--- src/pdor_consts.vh ---
// Constants for the port D override and port register block.
// Assumes a 4-bit register address and 8-bit register data.
`ifndef PDOR_CONSTS_VH
`define PDOR_CONSTS_VH

// Register layout: each port owns three consecutive addresses.
`define PDOR_PORT_STRIDE 3
`define PDOR_PIN_IDX 0
`define PDOR_DIR_IDX 1
`define PDOR_OUT_IDX 2

// Register addresses.
`define PDOR_ADDR_A_PIN 4'h0
`define PDOR_ADDR_A_DIR 4'h1
`define PDOR_ADDR_A_OUT 4'h2
`define PDOR_ADDR_B_PIN 4'h3
`define PDOR_ADDR_B_DIR 4'h4
`define PDOR_ADDR_B_OUT 4'h5
`define PDOR_ADDR_C_PIN 4'h6
`define PDOR_ADDR_C_DIR 4'h7
`define PDOR_ADDR_C_OUT 4'h8
`define PDOR_ADDR_D_PIN 4'h9
`define PDOR_ADDR_D_DIR 4'hA
`define PDOR_ADDR_D_OUT 4'hB
`define PDOR_ADDR_CTRL 4'hC

// Control register fields and reset values.
`define PDOR_CTRL_PUD_BIT 0
`define PDOR_OUT_RESET 8'h00
`define PDOR_DIR_RESET 8'h00
`define PDOR_PUD_RESET 1'h0
`define PDOR_UNMAPPED_READ 8'h00

// Port D pin positions of the alternate functions.
`define PDOR_PD_RX_BIT 0
`define PDOR_PD_TX_BIT 1
`define PDOR_PD_IRQ0_BIT 2
`define PDOR_PD_IRQ1_BIT 3
`define PDOR_PD_CAPTURE_BIT 6

`endif

--- src/pdor_port_regs.v ---
// Output data and direction registers of all ports.
// Assumes one write strobe cycle per write, synchronous to clk.
`include "pdor_consts.vh"

module pdor_port_regs #(
    parameter NUM_PORTS = 4,
    parameter PORT_WIDTH = 8
) (
    input wire clk,
    input wire reset_n,
    input wire clk_en,
    input wire [3:0] reg_addr,
    input wire [PORT_WIDTH-1:0] reg_wdata,
    input wire reg_write,
    output wire [NUM_PORTS*PORT_WIDTH-1:0] out_data,
    output wire [NUM_PORTS*PORT_WIDTH-1:0] direction
);

    genvar p;
    generate
        for (p = 0; p < NUM_PORTS; p = p + 1)
        begin : g_port
            localparam [31:0] DIR_SUM =
                p * `PDOR_PORT_STRIDE + `PDOR_DIR_IDX;
            localparam [31:0] OUT_SUM =
                p * `PDOR_PORT_STRIDE + `PDOR_OUT_IDX;
            // Only the low four bits reach the register address.
            localparam [3:0] DIR_ADDR = DIR_SUM[3:0];
            localparam [3:0] OUT_ADDR = OUT_SUM[3:0];
            reg [PORT_WIDTH-1:0] out_reg;
            reg [PORT_WIDTH-1:0] dir_reg;

            // Both registers clear at reset so every pin starts as a
            // tri-stated input without pull-up.
            always @(posedge clk or negedge reset_n)
            begin
                if (!reset_n)
                begin
                    out_reg <= `PDOR_OUT_RESET;
                    dir_reg <= `PDOR_DIR_RESET;
                end
                else if (clk_en && reg_write)
                begin
                    if (reg_addr == OUT_ADDR)
                        out_reg <= reg_wdata;
                    if (reg_addr == DIR_ADDR)
                        dir_reg <= reg_wdata;
                end
            end

            assign out_data[p*PORT_WIDTH +: PORT_WIDTH] = out_reg;
            assign direction[p*PORT_WIDTH +: PORT_WIDTH] = dir_reg;
        end
    endgenerate

endmodule // pdor_port_regs

--- src/pdor_pin_cell.v ---
// One pin: override multiplexers for direction, value, pull-up and
// input buffer, plus the registered pin drive and sampled level.
// Assumes the pin input is synchronous to clk.

module pdor_pin_cell (
    input wire clk,
    input wire reset_n,
    input wire clk_en,
    input wire out_bit,
    input wire dir_bit,
    input wire pullup_disable,
    input wire sleep_input_off,
    input wire pullup_override_en,
    input wire pullup_override_val,
    input wire dir_override_en,
    input wire dir_override_val,
    input wire value_override_en,
    input wire value_override_val,
    input wire input_buf_override_en,
    input wire input_buf_override_val,
    input wire pin_in,
    output reg pin_out,
    output reg pin_oe,
    output reg pin_pullup_en,
    output reg pin_input_buf_en,
    output reg pin_level
);

    reg next_oe;
    reg next_out;
    reg next_pullup;
    reg next_buf;

    // An override enable hands the pin attribute to the peripheral;
    // otherwise the port registers decide, and sleep_input_off decides the input buffer.
    always @*
    begin
        next_oe = dir_override_en ? dir_override_val : dir_bit;
        next_out = value_override_en ? value_override_val
                                     : out_bit;
        next_pullup = pullup_override_en ? pullup_override_val
                    : (~dir_bit & out_bit & ~pullup_disable);
        next_buf = input_buf_override_en ? input_buf_override_val
                                         : ~sleep_input_off;
    end

    // Registered drive; the level is gated by the buffer in use.
    always @(posedge clk or negedge reset_n)
    begin
        if (!reset_n)
        begin
            pin_out <= 1'h0;
            pin_oe <= 1'h0;
            pin_pullup_en <= 1'h0;
            pin_input_buf_en <= 1'h1;
            pin_level <= 1'h0;
        end
        else if (clk_en)
        begin
            pin_out <= next_out;
            pin_oe <= next_oe;
            pin_pullup_en <= next_pullup;
            pin_input_buf_en <= next_buf;
            pin_level <= pin_in & pin_input_buf_en;
        end
    end

endmodule // pdor_pin_cell

--- src/pdor_top.v ---
// Port registers for ports A to D and the port D alternate-function
// override logic, with a simple strobe register port.
// Assumes all peripheral signals and pin inputs are synchronous to clk.
//
// Operation
// - Port D bit 3 level goes to external interrupt 1 logic.
// - Port D bit 2 level goes to external interrupt 0 logic.
// - Enabled external interrupt forces only its pin input buffer on.
// - Transmitter enable: D1 output, drives transmit data, pull-up off.
// - Receiver enable forces D0 input and feeds its level to receiver.
// - Forced D0 pull-up follows its output data bit and pull-up disable.
// - Enabled compare outputs replace output values of D7, D5, D4 only.
// - Port D bit 6 level feeds timer 1 capture, no overrides.
// - Each port has an 8-bit output data register, reset to zero.
// - Each port has an 8-bit direction register, reset to zero.
// - Each port has a read-only input register with the pin levels.
`include "pdor_consts.vh"

module pdor_top #(
    parameter NUM_PORTS = 4,
    parameter PORT_WIDTH = 8
) (
    input wire clk,
    input wire reset_n,
    input wire clk_en,
    input wire [3:0] reg_addr,
    input wire [7:0] reg_wdata,
    input wire reg_write,
    input wire reg_read,
    output reg [7:0] reg_rdata,
    input wire [31:0] pin_in,
    output wire [31:0] pin_out,
    output wire [31:0] pin_oe,
    output wire [31:0] pin_pullup_en,
    output wire [31:0] pin_input_buf_en,
    input wire sleep_input_off,
    input wire transmitter_enable,
    input wire tx_data,
    input wire receiver_enable,
    output wire rx_data_in,
    input wire timer2_compare_en,
    input wire timer2_compare_out,
    input wire timer1_compare_a_en,
    input wire timer1_compare_a_out,
    input wire timer1_compare_b_en,
    input wire timer1_compare_b_out,
    output wire timer1_capture_in,
    input wire ext_irq_one_enable,
    input wire ext_irq_zero_enable,
    output wire ext_irq_one_input,
    output wire ext_irq_zero_input
);

    localparam NUM_PINS = NUM_PORTS * PORT_WIDTH;

    wire [NUM_PINS-1:0] out_data;
    wire [NUM_PINS-1:0] direction;
    wire [NUM_PINS-1:0] pin_level;
    reg global_pullup_disable;

    wire [7:0] pd_out;
    wire [7:0] pd_pu_oe;
    wire [7:0] pd_pu_ov;
    wire [7:0] pd_dd_oe;
    wire [7:0] pd_dd_ov;
    wire [7:0] pd_pv_oe;
    wire [7:0] pd_pv_ov;
    wire [7:0] pd_die_oe;
    wire [7:0] pd_die_ov;

    wire [NUM_PINS-1:0] pullup_override_en;
    wire [NUM_PINS-1:0] pullup_override_val;
    wire [NUM_PINS-1:0] dir_override_en;
    wire [NUM_PINS-1:0] dir_override_val;
    wire [NUM_PINS-1:0] value_override_en;
    wire [NUM_PINS-1:0] value_override_val;
    wire [NUM_PINS-1:0] input_buf_override_en;
    wire [NUM_PINS-1:0] input_buf_override_val;

    // Output data and direction registers of every port.
    pdor_port_regs #(
        .NUM_PORTS(NUM_PORTS),
        .PORT_WIDTH(PORT_WIDTH)
    ) u_regs (
        .clk(clk),
        .reset_n(reset_n),
        .clk_en(clk_en),
        .reg_addr(reg_addr),
        .reg_wdata(reg_wdata),
        .reg_write(reg_write),
        .out_data(out_data),
        .direction(direction)
    );

    assign pd_out = out_data[NUM_PINS-1 -: 8];

    // Pull-up overrides: the transmitter forces its pull-up off, the
    // receiver leaves it to the output data bit under the global disable.
    assign pd_pu_oe = {6'h00, transmitter_enable, receiver_enable};
    assign pd_pu_ov = {6'h00, 1'h0,
                       pd_out[`PDOR_PD_RX_BIT] &
                       ~global_pullup_disable};

    // Direction overrides: transmit pin forced out, receive pin in.
    assign pd_dd_oe = {6'h00, transmitter_enable,
                       receiver_enable};
    assign pd_dd_ov = {6'h00, 1'h1, 1'h0};

    // Value overrides. Compare outputs touch only the value, so the pin
    // shows them only after software has made it an output.
    assign pd_pv_oe = {timer2_compare_en, 1'h0, timer1_compare_a_en,
                       timer1_compare_b_en, 2'h0,
                       transmitter_enable, 1'h0};
    assign pd_pv_ov = {timer2_compare_out, 1'h0, timer1_compare_a_out,
                       timer1_compare_b_out, 2'h0,
                       tx_data, 1'h0};

    // Interrupt pins keep their input buffer alive even when the buffers
    // are switched off for power saving.
    assign pd_die_oe = {4'h0, ext_irq_one_enable, ext_irq_zero_enable,
                        2'h0};
    assign pd_die_ov = {4'h0, 1'h1, 1'h1, 2'h0};

    // Ports A to C carry no overrides in this block.
    assign pullup_override_en = {pd_pu_oe, {(NUM_PINS-8){1'b0}}};
    assign pullup_override_val = {pd_pu_ov, {(NUM_PINS-8){1'b0}}};
    assign dir_override_en = {pd_dd_oe, {(NUM_PINS-8){1'b0}}};
    assign dir_override_val = {pd_dd_ov, {(NUM_PINS-8){1'b0}}};
    assign value_override_en = {pd_pv_oe, {(NUM_PINS-8){1'b0}}};
    assign value_override_val = {pd_pv_ov, {(NUM_PINS-8){1'b0}}};
    assign input_buf_override_en = {pd_die_oe, {(NUM_PINS-8){1'b0}}};
    assign input_buf_override_val = {pd_die_ov, {(NUM_PINS-8){1'b0}}};

    // One cell per pin holds the registered drive and the sampled level.
    genvar i;
    generate
        for (i = 0; i < NUM_PINS; i = i + 1)
        begin : g_pin
            pdor_pin_cell u_cell (
                .clk(clk),
                .reset_n(reset_n),
                .clk_en(clk_en),
                .out_bit(out_data[i]),
                .dir_bit(direction[i]),
                .pullup_disable(global_pullup_disable),
                .sleep_input_off(sleep_input_off),
                .pullup_override_en(pullup_override_en[i]),
                .pullup_override_val(pullup_override_val[i]),
                .dir_override_en(dir_override_en[i]),
                .dir_override_val(dir_override_val[i]),
                .value_override_en(value_override_en[i]),
                .value_override_val(value_override_val[i]),
                .input_buf_override_en(input_buf_override_en[i]),
                .input_buf_override_val(input_buf_override_val[i]),
                .pin_in(pin_in[i]),
                .pin_out(pin_out[i]),
                .pin_oe(pin_oe[i]),
                .pin_pullup_en(pin_pullup_en[i]),
                .pin_input_buf_en(pin_input_buf_en[i]),
                .pin_level(pin_level[i])
            );
        end
    endgenerate

    // Alternate-function inputs tap the sampled levels, so the peripherals
    // see the same value that software reads back.
    assign ext_irq_one_input =
        pin_level[NUM_PINS-8+`PDOR_PD_IRQ1_BIT];
    assign ext_irq_zero_input =
        pin_level[NUM_PINS-8+`PDOR_PD_IRQ0_BIT];
    assign rx_data_in = pin_level[NUM_PINS-8+`PDOR_PD_RX_BIT];
    assign timer1_capture_in =
        pin_level[NUM_PINS-8+`PDOR_PD_CAPTURE_BIT];

    // Global pull-up disable lives in the control register.
    always @(posedge clk or negedge reset_n)
    begin
        if (!reset_n)
            global_pullup_disable <= `PDOR_PUD_RESET;
        else if (clk_en && reg_write && reg_addr == `PDOR_ADDR_CTRL)
            global_pullup_disable <= reg_wdata[`PDOR_CTRL_PUD_BIT];
    end

    // Read data stand only in the cycle after the read strobe; the pin
    // level registers have no write path and ignore writes.
    always @(posedge clk or negedge reset_n)
    begin
        if (!reset_n)
            reg_rdata <= 8'h00;
        else if (clk_en)
        begin
            if (!reg_read)
                reg_rdata <= 8'h00;
            else
            begin
                case (reg_addr)
                    `PDOR_ADDR_A_PIN: reg_rdata <= pin_level[7:0];
                    `PDOR_ADDR_A_DIR: reg_rdata <= direction[7:0];
                    `PDOR_ADDR_A_OUT: reg_rdata <= out_data[7:0];
                    `PDOR_ADDR_B_PIN: reg_rdata <= pin_level[15:8];
                    `PDOR_ADDR_B_DIR: reg_rdata <= direction[15:8];
                    `PDOR_ADDR_B_OUT: reg_rdata <= out_data[15:8];
                    `PDOR_ADDR_C_PIN: reg_rdata <= pin_level[23:16];
                    `PDOR_ADDR_C_DIR: reg_rdata <= direction[23:16];
                    `PDOR_ADDR_C_OUT: reg_rdata <= out_data[23:16];
                    `PDOR_ADDR_D_PIN: reg_rdata <= pin_level[31:24];
                    `PDOR_ADDR_D_DIR: reg_rdata <= direction[31:24];
                    `PDOR_ADDR_D_OUT: reg_rdata <= out_data[31:24];
                    `PDOR_ADDR_CTRL:
                        reg_rdata <= {7'h00, global_pullup_disable};
                    default: reg_rdata <= `PDOR_UNMAPPED_READ;
                endcase
            end
        end
    end

endmodule // pdor_top

--- config.mk ---
export PLATFORM = sky130hd
export DESIGN_NAME = pdor_top
export DESIGN_NICKNAME = d
export VERILOG_FILES = /design/src/pdor_port_regs.v /design/src/pdor_pin_cell.v /design/src/pdor_top.v
export VERILOG_INCLUDE_DIRS = /design/src
export SDC_FILE = /design/constraint.sdc
export NUM_CORES = 1
export LEC_CHECK = 0
export ABC_AREA = 1
export ABC_CLOCK_PERIOD_IN_PS = 4100
export BUFFER_PORTS_ARGS = -buffer_cell sky130_fd_sc_hd__buf_4
export CAP_MARGIN = 20
export CORE_MARGIN = 5
export CORE_UTILIZATION = 59
export DETAILED_ROUTE_END_ITERATION = 7
export PLACE_DENSITY = 0.9
export SYNTH_ARGS = -nofsm -noshare
export SYNTH_HDL_FRONTEND = slang
export SYNTH_SLANG_ARGS = --single-unit
--- constraint.sdc ---
create_clock -name clk -period 4.1 [get_ports clk]
set_input_delay 0.82 -clock clk [delete_from_list [all_inputs] [get_ports clk]]
set_output_delay 0.82 -clock clk [all_outputs]
set_load 0.01 [all_outputs]
# Yosys cells after proc, flatten, opt, wreduce, memory -nomap -nowiden
# Cells that the tools add are included.
# word_totals
romBits,0
n_memories,0
ff_bits,204
out_inout_bits,140
mem_bits_rw,0
word_cells,307
latch_bits,0
inputBits,61
# classes
muxes,12
bitwise,131
mul,0
n_addsub,0
eq_ne,12
div_mod_pow,0
reduce_logical,11
n_lt_le_gt_ge,0
shifts,0
# ops
operator,count
one-hot mux 8 bit (13 select lines),1
bitwise AND 1 bit,97
inverter 1 bit,34
== test 4 bit (second input constant),5
== test 4 x 3 -> 1 bit (second input constant),4
AND reduction 2 bit,8
2-to-1 mux 1 bit,10
== test 4 x 2 -> 1 bit (second input constant),2
2-to-1 mux 8 bit,1
== test 4 x 1 -> 1 bit (second input constant),1
zero test 4 bit,1
logical AND 1 bit,2

# Logic depth before layout (Yosys ltp)
# depth
word_depth,4
mapped_depth,10
ltp_nobuf,10

# Modules after synthesis
# Synthesis repeated with hierarchy kept, for this count alone.
# hier_totals
hier_cells,1577
area_unflattened_um2,11549.8
# by_module_without_submodules
mod,cells_per_inst,seq_area_each_um2,area_per_inst_um2,instances
pdor_pin_cell,32,126.4,239.0,32
pdor_port_regs,301,1601.5,2686.3,1
pdor_top,252,225.2,1216.2,1

# Worst setup path after synthesis
# OpenSTA, ideal clock, no wires.
# synth_timing
path_type,reg-to-output
from,reg g_pin[12].u_cell.pin_input_buf_en (netlist name)
to,out pin_input_buf_en[0]
path_buffers,1
slack_ps,2309
required_ps,3280
t_arrival_ps,971
path_stages_with_launch,2
path_cell_list,dfstp_2 -> buf_4
# synth_rtl
element,line_no,source
"end, declared",pdor_top.v:35,"output wire [31:0] pin_input_buf_en,"

==> impl_metrics.py <==
metrics = {
    "status": {
        "status": "completed",
    },
    "sta": {
        "worstMarginPinSlew_ns": 0.975,
        "slew_viol_final": 0,
        "fin_crit_ns": 2.76,
        "fin_crit_sh": 0.673,
        "holdWs_ns": 0.419,
        "slew_headroom": 0.350,
        "skew_ns": 0.0181,
        "setup_ws_ns": 1.34,
        "hold_viol_final": 0,
        "setup_violations": 0,
        "rsz0062_at_grt": "false",
        "fmax_mhz": 362,
        "setup_tns_ns": 0,
    },
    "global_route": {
        "antenna_found_initial": 0,
        "gr-total-overflow": 0,
        "grt_use_total": 0.268,
        "grt_pass1_vias": 7550,
        "grt_pass1_wl_um": 39600,
        "grt_max_degree": 110,
    },
    "synthesis": {
        "synth_area_um2": 9570,
        "post_synth.cell_area_avg_um2": 8.45,
        "synth_top_area_cell": "dfrtp_1",
        "synth_warnings": 0,
        "synth.area.top_cells": "dfrtp_1, nand2_1, buf_4",
        "synth_top_area_frac": 0.526,
        "ys_ff_latch": 204,
        "synthesis.nets": 1193,
        "yosysSeqAreaShare": 0.534,
        "synth.distinct_cells": 25,
        "synthCells": 1132,
    },
    "route": {
        "routedWlPerCell_um": 17.7,
        "postRouteAntennaNets": 0,
        "drt-total-wl_um": 25200,
        "dr.pass1.iters": 6,
        "num_vias": 7709,
        "vias_per_cell": 5.41,
        "drc": 0,
        "drt_iter0_markers": 888,
    },
    "cells_and_area": {
        "fin_util": 0.687,
        "layout-drive-gt1-share": 0.227,
        "syn_to_final_growth_pct": 14.1,
        "layout_commonest_cell": "nand2_1",
        "nNetsFinal": 1256,
        "fillers": 1238,
        "n_antenna_cell": 0,
        "final_cell_mix": "nand2_1, buf_4, dfrtp_1",
    },
    "setup_path": {
        "max_stage_delay_ns": 1.17,
        "worstPathRequired_ns": 3.28,
        "path_cells": "buf_4",
        "slowest_stage": "dfstp_2",
        "rr_startpoint": "global_pullup_disable$_DFFE_PN0P_",
        "r2r_cells": 4,
        "worstSetupPathType": "flip-flop to output pin",
        "cp-startpoint": "g_pin[12].u_cell.pin_input_buf_en$_DFFE_PN1P_",
        "crit_cells": 1,
        "cp_max_fo": 61,
        "start_kind": "flip-flop",
        "critPathArrivalTime_ns": 1.94,
        "cp-end-kind": "output pin",
        "path_buf_inv": 1,
        "rrSetupSlack_ns": 2.26,
        "critPathTopFamily": "flip-flops",
        "r2r-end": "g_pin[0].u_cell.pin_pullup_en$_DFFE_PN0P_",
        "cp-endpoint": "pin_input_buf_en[4]",
    },
    "clock_tree": {
        "clock_latency_ns": 0.50,
        "cts_tree": "built",
        "cts.sinks": 204,
        "cts_setup_buffers": 0,
        "cts_hold_buf": 0,
        "cts_resized": 0,
        "numCtsBuffers": 21,
        "clockBufferDepth": 3,
        "cts-root-buf": "clkbuf_16",
        "htree_levels": 1,
        "clkTransAtPathRegs_ns": 0.06,
    },
    "floorplan": {
        "floorplan.initialDensity": 0.602,
        "num_rows": 46,
        "ioPinCount": 201,
        "die_w_um": 137,
        "die_h_um": 137,
        "coreArea_um2": 15900,
        "die_area_um2": 18900,
    },
    "worst_hold_path": {
        "min_path_type": "input port to async pin",
    },
    "power": {
        "p_leak_nw": 5.86,
        "powerDensity_nw_per_um2": 498,
        "power.total_w": 0.00543,
        "ir_worst_vdd_mv": 0.295,
    },
    "place": {
        "dp_slack_ns": 1.33,
        "portBuffers": 200,
        "hpwl_um": 17600,
        "gp_congestion": 0.939,
    },
    "flow_run": {
        "cap_viol_max_count": 0,
    },
}
-- worst register-to-register path, cell delays in order, from the launching register on --
cell,delay (ns)
dfrtp_1,0.43
nor2_2,0.67
buf_4,0.34
nand2_1,0.07
o21ai_0,0.24
-- stage by stage --
| step | std cells | area, um^2 |
|---|---|---|
| 2_1_floorplan | 1132 | 9570 |
| 3_5_place_dp | 1388 | 10300 |
| 3_3_place_gp | 1388 | 10300 |
| 4_1_cts | 1426 | 10900 |
| 5_1_grt | 1426 | 10900 |
| 6_report | 1426 | 10900 |
-- synthesized netlist by cell type, drive strengths merged --
master / count
a31oi: 2
a32o: 7
buf: 144
clkbuf: 23
dfrtp: 201
dfstp: 3
inv: 30
mux2i: 3
nand2: 493
nand3: 52
nand4: 2
nor2: 58
o21ai: 112
o31ai: 1
or2: 1
-- how the worst min path moves through the flow --
| stage | from | end | depth (start not counted) |
|---|---|---|---|
| finish | reset_n | g_pin[1].u_cell.pin_out$_DFFE_PN0P_ | 1 |
| global route | reset_n | g_pin[4].u_cell.pin_out$_DFFE_PN0P_ | 1 |
| CTS | reset_n | u_regs.g_port[2].out_reg[7]$_DFFE_PN0P_ | 1 |
| detailed placement | g_pin[20].u_cell.pin_oe$_DFFE_PN0P_ | g_pin[20].u_cell.pin_oe$_DFFE_PN0P_ | 2 |
| global placement | g_pin[13].u_cell.pin_out$_DFFE_PN0P_ | g_pin[13].u_cell.pin_out$_DFFE_PN0P_ | 2 |
| floorplan | g_pin[0].u_cell.pin_oe$_DFFE_PN0P_ | g_pin[0].u_cell.pin_oe$_DFFE_PN0P_ | 2 |
-- final cells by class --
class / count / area [um^2] / share of cell area
tap: 216 / 270 / 0.0248
inverter: 30 / 115 / 0.0105
sequential: 204 / 5110 / 0.468
clock buffer: 34 / 634 / 0.0581
multi-input combinational: 731 / 3200 / 0.293
timing repair buffer: 207 / 1560 / 0.143
clock inverter: 4 / 26.3 / 0.00241
-- power by group --
part | switching (W) | internal [W] | leakage [nW]
Sequential | 0.000297 | 0.00233 | 2.67
Clock | 0.000771 | 0.00106 | 0.323
Combinational | 0.000529 | 0.000444 | 2.87
Total | 0.00160 | 0.00384 | 5.86
-- logic make-up (layout without fill, tap and decap cells) --
group,after synthesis,after routing,synth area share
DFF,204,204,0.534
and+or+nand+nor,606,606,0.263
buffers and inverters,197,275,0.131
muxes,3,3,0.00314
AOI/OAI and AO/OA,122,122,0.0680
-- routing by layer --
metal  vias to the layer above  share of wire  track usage
met5                         -              0            0
met4                         0          0.040       0.0948
met3                        75          0.094       0.0548
met2                       431           0.48        0.440
met1                      3623           0.39        0.357
li1                       3580              -            -
Note: power is estimated with default switching activity, not from simulation.
